`src/asq_params.svh`:
```
`ifndef ASQ_PARAMS_SVH
`define ASQ_PARAMS_SVH

// Serial frame shape
`define ASQ_CTRL_BITS   4'h8
`define ASQ_RES_BITS    5'h10
`define ASQ_CNT_W       4
`define ASQ_CNT_FIRST   4'h1
`define ASQ_SHIFT_SEED  7'h01
`define ASQ_FRM_FIRST   5'h1
`define ASQ_CNT_CHAN    4'h3
`define ASQ_CNT_ACQ     4'h4
`define ASQ_CNT_SGL     4'h5
`define ASQ_CNT_LAST    4'h7
`define ASQ_BIT_MSB     4'hF
`define ASQ_SAR_SEED    16'h8000
`define ASQ_FRAME_CLKS  5'h18

// Channel select codes
`define ASQ_CH_A        3'h1
`define ASQ_CH_B        3'h5
`define ASQ_CH_C        3'h2
`define ASQ_CH_D        3'h6

// Multiplexer leg numbers; 4 is the common reference input
`define ASQ_LEG_0       3'h0
`define ASQ_LEG_1       3'h1
`define ASQ_LEG_2       3'h2
`define ASQ_LEG_3       3'h3
`define ASQ_LEG_COM     3'h4

// Power mode codes
`define ASQ_PM_AUTO     2'h0
`define ASQ_PM_INTCLK   2'h1
`define ASQ_PM_RSVD     2'h2
`define ASQ_PM_ON       2'h3

// Register map
`define ASQ_REG_CTRL    4'h0
`define ASQ_REG_STATUS  4'h4
`define ASQ_REG_RESULT  4'h8
`define ASQ_CTRL_RST    1'h1

`endif

```
`src/asq_pkg.sv`:
```
package asq_pkg;

    // Sequencer states, Gray coded along idle -> control -> convert
    typedef enum logic [1:0] {
        ASQ_IDLE = 2'h0,
        ASQ_CTRL = 2'h1,
        ASQ_CONV = 2'h3
    } asq_state_t;

    // Control byte, first bit received sits at the top
    typedef struct packed {
        logic       start;
        logic [2:0] channel_select;
        logic       spare;
        logic       single_diff_select;
        logic [1:0] power_mode_select;
    } asq_ctrl_t;

    // Analog multiplexer setting
    typedef struct packed {
        logic       valid;
        logic [2:0] pos_leg;
        logic [2:0] neg_leg;
    } asq_mux_t;

endpackage

```
`src/asq_sequencer.sv`:
```
// What this block does
// - each exchange eight clocks, conversion 24 clocks
// - acquire after channel bits, hold at byte end
// - sixteen conversion clocks, one bit each
// - single-ended codes map inputs against common
// - differential codes map input pairs and polarity
// - mux bits come only through serial input
// - result is 16-bit unsigned straight code
// - ignore input until high start bit
// - decode power mode field three ways, reserved code same as auto
// - sample rising, shift falling, tristate when deselected
// - busy one clock, then result MSB first
`include "asq_params.svh"

module asq_sequencer
    import asq_pkg::*;
(
    input  wire logic        ref_clk,        // 20 MHz system clock
    input  wire logic        rstn,           // Async reset, active low
    input  wire logic        serial_clock,   // Serial clock pin
    input  wire logic        cs_n,           // Chip select pin, active low
    input  wire logic        din,            // Serial data in pin
    input  wire logic        comp_in,        // Comparator decision from analog
    output logic             dout_o,         // Serial data out
    output logic             dout_oe,        // Drive enable for data out
    output logic             busy_o,         // Busy output
    output logic             busy_oe,        // Drive enable for busy
    output asq_mux_t         mux_o,          // Multiplexer setting
    output logic [15:0]      dac_code_o,     // Trial code for the capacitor DAC
    output logic             sample_o,       // Input in acquisition
    output logic             hold_o,         // Input held, converting
    output logic             powered_o,      // Analog section powered
    output logic             int_clk_mode_o, // Internal clock mode selected
    output logic             result_valid_o, // Pulse, new result stored
    input  wire logic [3:0]  reg_addr,       // Register byte address
    input  wire logic [31:0] reg_wdata,      // Register write data
    input  wire logic        reg_wr,         // Write strobe
    input  wire logic        reg_rd,         // Read strobe
    output logic [31:0]      reg_rdata       // Read data, one cycle later
);

    // Multiplexer decode from channel code and mode bit
    function automatic asq_mux_t asq_mux(input logic [2:0] ch, input logic sgl);
        asq_mux_t m;
        m = '0;
        m.valid = 1'b1;
        case (ch)
            `ASQ_CH_A: begin
                m.pos_leg = `ASQ_LEG_0;
                m.neg_leg = sgl ? `ASQ_LEG_COM : `ASQ_LEG_1;
            end
            `ASQ_CH_B: begin
                m.pos_leg = `ASQ_LEG_1;
                m.neg_leg = sgl ? `ASQ_LEG_COM : `ASQ_LEG_0;
            end
            `ASQ_CH_C: begin
                m.pos_leg = `ASQ_LEG_2;
                m.neg_leg = sgl ? `ASQ_LEG_COM : `ASQ_LEG_3;
            end
            `ASQ_CH_D: begin
                m.pos_leg = `ASQ_LEG_3;
                m.neg_leg = sgl ? `ASQ_LEG_COM : `ASQ_LEG_2;
            end
            default: m = '0;
        endcase
        return m;
    endfunction

    logic [2:0]            sclk_sq;
    logic [1:0]            cs_sq;
    logic [1:0]            din_sq;
    logic [1:0]            comp_sq;
    logic                  rise;
    logic                  fall;
    logic                  cs_s;
    logic                  din_s;
    logic                  comp_s;
    asq_state_t            state_q;
    logic [`ASQ_CNT_W-1:0] cnt_q;
    logic [6:0]            shift_q;
    logic [2:0]            chan_q;
    asq_ctrl_t             ctrl_q;
    logic [15:0]           sar_q;
    logic [15:0]           sar_d;
    logic [15:0]           result_q;
    logic                  last_bit_q;
    logic                  out_pend_q;
    logic                  busy_pend_q;
    logic                  enable_q;
    logic [4:0]            frm_q;
    asq_mux_t              stat_mux;

    // Pin synchronisers; serial clock keeps a third stage for edges
    always_ff @(posedge ref_clk or negedge rstn) begin
        if (!rstn) begin
            sclk_sq <= '0;
            cs_sq   <= 2'h3;
            din_sq  <= '0;
            comp_sq <= '0;
        end else begin
            sclk_sq <= {sclk_sq[1:0], serial_clock};
            cs_sq   <= {cs_sq[0], cs_n};
            din_sq  <= {din_sq[0], din};
            comp_sq <= {comp_sq[0], comp_in};
        end
    end

    // Serial edges and settled levels
    assign rise   = sclk_sq[1] & ~sclk_sq[2];
    assign fall   = ~sclk_sq[1] & sclk_sq[2];
    assign cs_s   = cs_sq[1];
    assign din_s  = din_sq[1];
    assign comp_s = comp_sq[1];

    // Next SAR code: keep or drop trial bit, set the next one
    always_comb begin
        sar_d = sar_q;
        sar_d[cnt_q] = comp_s;
        if (cnt_q != '0) begin
            sar_d[cnt_q - 1'b1] = 1'b1;
        end
    end

    // Main sequencer on rising serial edges
    always_ff @(posedge ref_clk or negedge rstn) begin
        if (!rstn) begin
            state_q  <= ASQ_IDLE;
            cnt_q    <= '0;
            shift_q  <= '0;
            chan_q   <= '0;
            ctrl_q   <= '0;
            sar_q    <= '0;
            result_q <= '0;
            mux_o    <= '0;
            sample_o <= 1'b0;
            hold_o   <= 1'b0;
            result_valid_o <= 1'b0;
        end else begin
            result_valid_o <= 1'b0;
            if (cs_s) begin
                state_q  <= ASQ_IDLE;
                sample_o <= 1'b0;
                hold_o   <= 1'b0;
            end else if (rise) begin
                case (state_q)
                    ASQ_IDLE: begin
                        if (din_s && enable_q) begin
                            state_q <= ASQ_CTRL;
                            shift_q <= `ASQ_SHIFT_SEED;
                            cnt_q   <= `ASQ_CNT_FIRST;
                        end
                    end
                    ASQ_CTRL: begin
                        shift_q <= {shift_q[5:0], din_s};
                        cnt_q   <= cnt_q + 1'b1;
                        if (cnt_q == `ASQ_CNT_CHAN) begin
                            chan_q <= {shift_q[1:0], din_s};
                        end
                        if (cnt_q == `ASQ_CNT_ACQ) begin
                            sample_o <= 1'b1;
                            mux_o    <= asq_mux(chan_q, ctrl_q.single_diff_select);
                        end
                        if (cnt_q == `ASQ_CNT_SGL) begin
                            mux_o <= asq_mux(chan_q, din_s);
                        end
                        if (cnt_q == `ASQ_CNT_LAST) begin
                            ctrl_q   <= {shift_q, din_s};
                            state_q  <= ASQ_CONV;
                            sample_o <= 1'b0;
                            hold_o   <= 1'b1;
                            cnt_q    <= `ASQ_BIT_MSB;
                            sar_q    <= `ASQ_SAR_SEED;
                        end
                    end
                    ASQ_CONV: begin
                        sar_q <= sar_d;
                        cnt_q <= cnt_q - 1'b1;
                        if (cnt_q == '0) begin
                            result_q       <= sar_d;
                            result_valid_o <= 1'b1;
                            hold_o         <= 1'b0;
                            state_q        <= ASQ_IDLE;
                        end
                    end
                    default: state_q <= ASQ_IDLE;
                endcase
            end
        end
    end

    // Busy and data out change on falling serial edges
    always_ff @(posedge ref_clk or negedge rstn) begin
        if (!rstn) begin
            busy_o      <= 1'b0;
            busy_pend_q <= 1'b0;
            dout_o      <= 1'b0;
            out_pend_q  <= 1'b0;
            last_bit_q  <= 1'b0;
        end else if (cs_s) begin
            busy_o      <= 1'b0;
            busy_pend_q <= 1'b0;
            dout_o      <= 1'b0;
            out_pend_q  <= 1'b0;
        end else if (rise) begin
            if (state_q == ASQ_CTRL && cnt_q == `ASQ_CNT_LAST) begin
                busy_pend_q <= 1'b1;
            end
            if (state_q == ASQ_CONV) begin
                last_bit_q <= comp_s;
                out_pend_q <= 1'b1;
            end
        end else if (fall) begin
            busy_o      <= busy_pend_q;
            busy_pend_q <= 1'b0;
            dout_o      <= out_pend_q & last_bit_q;
            out_pend_q  <= 1'b0;
        end
    end

    // Output enables follow chip select
    always_ff @(posedge ref_clk or negedge rstn) begin
        if (!rstn) begin
            dout_oe <= 1'b0;
            busy_oe <= 1'b0;
        end else begin
            dout_oe <= ~cs_s;
            busy_oe <= ~cs_s;
        end
    end

    // Power mode decode and trial code
    always_ff @(posedge ref_clk or negedge rstn) begin
        if (!rstn) begin
            powered_o      <= 1'b0;
            int_clk_mode_o <= 1'b0;
            dac_code_o     <= '0;
        end else begin
            powered_o <= (state_q != ASQ_IDLE) ||
                         (ctrl_q.power_mode_select == `ASQ_PM_ON);
            int_clk_mode_o <= ctrl_q.power_mode_select == `ASQ_PM_INTCLK;
            dac_code_o     <= sar_q;
        end
    end

    // Register writes: enable bit gates start detection
    always_ff @(posedge ref_clk or negedge rstn) begin
        if (!rstn) begin
            enable_q <= `ASQ_CTRL_RST;
        end else if (reg_wr && reg_addr == `ASQ_REG_CTRL) begin
            enable_q <= reg_wdata[0];
        end
    end

    // Multiplexer decode of the stored control byte, for status
    assign stat_mux = asq_mux(ctrl_q.channel_select, ctrl_q.single_diff_select);

    // Register reads, zero for unmapped addresses
    always_ff @(posedge ref_clk or negedge rstn) begin
        if (!rstn) begin
            reg_rdata <= '0;
        end else if (reg_rd) begin
            case (reg_addr)
                `ASQ_REG_CTRL:   reg_rdata <= {31'h0, enable_q};
                `ASQ_REG_STATUS: reg_rdata <= {20'h0, stat_mux.valid, busy_o, state_q, ctrl_q};
                `ASQ_REG_RESULT: reg_rdata <= {16'h0, result_q};
                default:         reg_rdata <= '0;
            endcase
        end else begin
            reg_rdata <= '0;
        end
    end

    // Serial clocks counted since the start bit
    always_ff @(posedge ref_clk or negedge rstn) begin
        if (!rstn) begin
            frm_q <= '0;
        end else if (rise && state_q == ASQ_IDLE) begin
            frm_q <= `ASQ_FRM_FIRST;
        end else if (rise) begin
            frm_q <= frm_q + 1'b1;
        end
    end
endmodule

```
`config.mk`:
```
export PLATFORM = sky130hd
export DESIGN_NAME = asq_sequencer
export DESIGN_NICKNAME = d
export VERILOG_FILES = /design/src/asq_pkg.sv /design/src/asq_sequencer.sv
export VERILOG_INCLUDE_DIRS = /design/src /design/src/src
export SDC_FILE = /design/constraint.sdc
export NUM_CORES = 1
export LEC_CHECK = 0
export ABC_AREA = 1
export BUFFER_PORTS_ARGS = -buffer_cell sky130_fd_sc_hd__buf_2
export CAP_MARGIN = 20
export CORE_MARGIN = 3
export CORE_UTILIZATION = 54
export CTS_BUF_LIST = sky130_fd_sc_hd__clkbuf_16
export DETAILED_ROUTE_END_ITERATION = 10
export PLACE_DENSITY = 0.87
export REMOVE_ABC_BUFFERS = 1
export SYNTH_ARGS = -nofsm -noshare
export SYNTH_HDL_FRONTEND = slang
export SYNTH_SLANG_ARGS = --single-unit
```
`constraint.sdc`:
```
create_clock -name ref_clk -period 2.35 [get_ports ref_clk]
set_clock_uncertainty 0.05 [all_clocks]
set_input_delay 0.1175 -clock ref_clk [delete_from_list [all_inputs] [get_ports ref_clk]]
set_output_delay 0.1175 -clock ref_clk [all_outputs]
set_load 0.03 [all_outputs]
```
After elaboration in Yosys (flattened, before gate mapping)
Index checks and enable logic that the tools add are counted.

storage, ports and cells
  register bits = 132
  input bits = 44
  output and inout bits = 64
  word-level logic and storage cells = 170

operators by class
  add/sub/neg operators = 2
  $lt $le $gt $ge = 4
  eq/ne operators = 26
  mux-type cells = 62
  bitwise logic cells = 7
  reduce and logical (&&, ||, !) cells = 37

operator list
  operator                                                            count
  one-hot mux 16 bit (3 select lines)                                 1
  one-hot mux 5 bit (4 select lines)                                  2
  AND reduction 4 bit                                                 9
  two-way mux 16 bit                                                  2
  two-way mux 32 bit                                                  1
  one-hot mux 16 bit (2 select lines)                                 1
  two-way mux 1 bit                                                   30
  two-way mux 3 bit                                                   8
  two-way mux 7 bit                                                   3
  bitwise mux 16 bit                                                  1
  equality test 4 x 3 -> 1 bit (second input constant)                4
  OR 16 bit                                                           1
  one-hot mux 7 bit (2 select lines)                                  1
  nonzero test 2 bit                                                  7
  equality test 3 bit (second input constant)                         4
  one-hot mux 4 bit (3 select lines)                                  1
  nonzero test 3 bit                                                  4
  less-than comparator 4 x 5 -> 1 bit (second input constant)         2
  two-way mux 2 bit                                                   5
  != test 3 x 2 -> 1 bit (second input constant)                      3
  demux 1 bit (select 4 bit)                                          2
  greater-or-equal comparator 4 x 1 -> 1 bit (second input constant)  2
  logical NOT 4 bit                                                   2
  two-way mux 4 bit                                                   2
  22 further kinds                                                    40

Longest topological paths before layout
  depth in word-level cells = 8
  mapped depth = 11
  gate-level depth less buffers = 11

Worst setup path before layout
No wires, ideal clock.

  path type = register to register
  start point = reg cnt_q[0]
  end point = reg sar_q[1]
  setup time = 0.117 ns
  arrival time = 1.482 ns
  required time = 2.183 ns
  path slack = 0.701 ns
  cell stages (with the launch flop) = 10
  path buffers = 0
  clock period less this slack = 1.649 ns
  cells stage by stage = dfrtp_1 inv_1 ha_1 nor2_1 nor2_4 inv_1 nand3_1 nand2_1 nand2_1 nand2_1

on the way
  word-level cells in the longest chain between the ends = 8
  elaborated cells on any way between the ends = 19
  classes of those cells = add/sub: 1; order compare: 4; eq/ne: 2; mux: 7; bitwise: 1; reduce/logical: 4

ends and longest elaborated chain
  what                                                                                   line                                        text
  start, declared                                                                        asq_sequencer.sv:79                         logic [`ASQ_CNT_W-1:0] cnt_q;
  start signal, assigned                                                                 asq_sequencer.sv:150                        cnt_q <= `ASQ_CNT_FIRST;
  start signal, assigned                                                                 asq_sequencer.sv:155                        cnt_q <= cnt_q + 1'b1;
  start signal, assigned                                                                 asq_sequencer.sv:171                        cnt_q <= `ASQ_BIT_MSB;
  subtractor 4 x 1 -> 4 bit (tied with other cells)                                      asq_sequencer.sv:120                        sar_d[cnt_q - 1'b1] = 1'b1;
  less-than comparator 4 x 5 -> 1 bit (not written as such) (tied with other cells)      asq_sequencer.sv:120
  logical AND 1 bit (not written as such) or two-way mux 1 bit (tied branches)           asq_sequencer.sv:120, asq_sequencer.sv:118
  two-way mux 1 bit (not written as such) or demux 1 bit (select 4 bit) (tied branches)  asq_sequencer.sv:120, asq_sequencer.sv:118
  demux 1 bit (select 4 bit) or bitwise mux 16 bit (tied branches)                       asq_sequencer.sv:120, asq_sequencer.sv:118
  OR 16 bit (no source line)                                                             -
  two-way mux 16 bit                                                                     asq_sequencer.sv:119                        if (cnt_q != '0) begin
  one-hot mux 16 bit (2 select lines)                                                    asq_sequencer.sv:145                        case (state_q)
  end signal, assigned                                                                   asq_sequencer.sv:172                        sar_q <= `ASQ_SAR_SEED;
  end signal, assigned                                                                   asq_sequencer.sv:176                        sar_q <= sar_d;
  end, declared                                                                          asq_sequencer.sv:83                         logic [15:0] sar_q;

Parallel ways exist; a longest one is shown, timed or not.
A chain may end at the register's enable or synchronous reset.

Worst setup path after layout
  start point = reg cnt_q[0]
  end point = reg sar_q[8]

Same word-level chain as after synthesis.

==> results.sh <==
export IMPL_grt_use_total_pct=24.5
export IMPL_antenna_cells=0
export IMPL_die_area_um2=10600
export IMPL_cp_end_kind="flop"
export IMPL_clk_pin_slew_ps=60
export IMPL_power_density_nw_per_um2=858
export IMPL_nNetsFinal=725
export IMPL_dp_cells=757
export IMPL_placed_cell_area_um2=5390
export IMPL_io_pins=108
export IMPL_ys_seq_elements=115
export IMPL_required_ps=2640
export IMPL_dp_hpwl_mm=7.81
export IMPL_ir_worst_vdd_mv=0.457
export IMPL_wirelength_mm=12.0
export IMPL_seqCellArea_um2=2880
export IMPL_slew_headroom_pct=51.3
export IMPL_p_leak_nw=3.34
export IMPL_via_per_inst=5.27
export IMPL_path_class="flop to flop"
export IMPL_grt_overflow=0
export IMPL_grt_pass1_wl_mm=19.8
export IMPL_place_congestion=0.912
export IMPL_die_w_um=103
export IMPL_hold_path_class="input pin to flop"
export IMPL_start_util_pct=56.9
export IMPL_antenna_found_initial=0
export IMPL_syn_cell_area_um2=5060
export IMPL_synth_avg_cell_area_um2=8.43
export IMPL_design_area_um2=6080
export IMPL_cp_max_fo=7
export IMPL_worstSetupStartpointType="flop"
export IMPL_fmax_ghz=0.486
export IMPL_finalSetupViolations=0
export IMPL_grt_pass1_vias=4049
export IMPL_multi_input_area_um2=1780
export IMPL_cts_setup_buffers=0
export IMPL_cts_sinks=115
export IMPL_grt_max_degree=116
export IMPL_rsz0062_at_grt="false"
export IMPL_cts_root_buf="clkbuf_16"
export IMPL_portBuffers=59
export IMPL_setup_tns_final_ps=0
export IMPL_status="finished clean"
export IMPL_insertion_delay_ps=410
export IMPL_die_y_um=103
export IMPL_finalHoldViolCount=0
export IMPL_layout_cells_most_common="nand2_1"
export IMPL_tightest_slew_ps=728
export IMPL_cts_tree="built"
export IMPL_maxCapViolCount=0
export IMPL_final_cell_mix="243 x nand2_1, 112 x dfrtp_1, 58 x buf_2"
export IMPL_ys_seq_area_share_pct=57.0
export IMPL_fin_crit_ps=2060
export IMPL_max_clock_path_buffers=2
export IMPL_coreArea_um2=8890
export IMPL_rows=34
export IMPL_instances_no_fill=798
export IMPL_fin_crit_sh_pct=87.6
export IMPL_wl_per_cell_um=15.0
export IMPL_cts_max_level=4
export IMPL_cp_data_arrival_time_ps=2350
export IMPL_fillCellCount=696
export IMPL_synth_distinct_cells=30
export IMPL_antenna_left=0
export IMPL_final_util_pct=68.4
export IMPL_vias=4204
export IMPL_cts_buffers=17
export IMPL_drt_first_iter_violations=291
export IMPL_drc=0
export IMPL_drive_above_1_share_pct=17.0
export IMPL_dr_pass1_iters=6
export IMPL_syn_inst=600
export IMPL_yosys_warnings=0
export IMPL_finalMaxSlewViolations=0
export IMPL_syn_to_final_growth_pct=20.2
## where the power goes
group	switching [mW]	internal [mW]	leakage (nW)	total [mW]
combinational	0.398	0.138	1.47	0.536
sequential	0.0456	2.02	1.57	2.07
clock	0.941	1.67	0.295	2.61
## synthesized netlist by cell type, drive strengths merged
| master | count | area [um^2] |
|---|---|---|
| nand3 | 42 | 210 |
| a21oi | 19 | 95.1 |
| clkinv | 1 | 3.75 |
| or2 | 1 | 6.26 |
| a31oi | 1 | 6.26 |
| conb | 1 | 3.75 |
| nor2 | 28 | 146 |
| inv | 60 | 228 |
| ha | 4 | 50.1 |
| nor3 | 2 | 10.0 |
| nand4 | 2 | 12.5 |
| o211ai | 3 | 22.5 |
| xor2 | 1 | 8.76 |
| dfrtp | 112 | 2800 |
| nand2 | 248 | 948 |
| buf | 28 | 209 |
| and2 | 1 | 6.26 |
| o21ai | 39 | 195 |
| clkbuf | 4 | 15.0 |
| dfstp | 3 | 78.8 |
## worst max-delay path, cell delays in order (launching register included)
cell and delay [ps]:
dfrtp_1 440, inv_1 200, ha_1 340, nand2_1 100, inv_2 160, nor2_4 70
inv_1 230, nand3_1 110, nand2_1 140, nand2_1 70, nand2_1 80
## state kept, by name, summed over array words and instances, names as in the netlist, 3 cells and up
| register | count |
|---|---|
| cnt_q | 4 |
| chan_q | 3 |
| dac_code_o | 16 |
| reg_rdata | 16 |
| sclk_sq | 3 |
| result_q | 16 |
| sar_q | 16 |
| mux_o | 6 |
| ctrl_q | 8 |
| shift_q | 7 |
## per-layer routing
metal	up-vias	share of wire [%]	track usage [%]
met4	0	1.8	8.57
met1	1996	43	32.8
met3	26	6.9	5.82
met5	-	0	0
li1	1991	-	-
met2	191	48	39.3
## area by class of cell
class | count | area share, %
clock inverters | 15 | 2.98
inverters | 61 | 3.81
repair buffers | 74 | 7.32
clock buffers | 17 | 6.99
multi-input cells | 408 | 29.3
well taps | 108 | 2.22
flip-flops and latches | 115 | 47.4
## kinds of logic after synthesis
kind of cell / after synthesis / share of synthesized area, %
buffers and inverters: 93 / 9.00
DFF: 115 / 57.0
other: 1 / 0.0741
and+or+nand+nor: 324 / 26.5
AOI/OAI and AO/OA: 62 / 6.31
xor gates and xnor gates: 1 / 0.173
adders and majority gates: 4 / 0.989
## what timing repair did
item	in CTS	in global routing
hold buffers	9	0
resized for setup	0	0
hold endpoints to repair	118	0
## per-stage QoR
stage,hold slack (ps),total power [mW],worst slack (ps)
floorplan,-228,2.42,687
CTS,49.3,5.22,342
global placement,174,2.60,399
global route,134,5.40,136
detailed placement,177,2.61,370
finish,58.0,5.22,291
## final timing paths
| kind | startpoint | endpoint | slack [ps] | cells past startpoint |
|---|---|---|---|---|
| worst max-delay path | cnt_q[0] | sar_q[8] | 290 | 10 |
| worst min-delay path | reg_addr[2] | reg_rdata[0] | 60 | 6 |
| worst max register to register | cnt_q[0] | sar_q[8] | 290 | 10 |
| worst min register to register | comp_sq[0] | comp_sq[1] | 300 | 0 |
| max in group asynchronous | rstn | cnt_q[0] | 1520 | 3 |
| min in group asynchronous | rstn | result_q[9] | 280 | 3 |
Note: power is estimated with default switching activity, not from simulation.
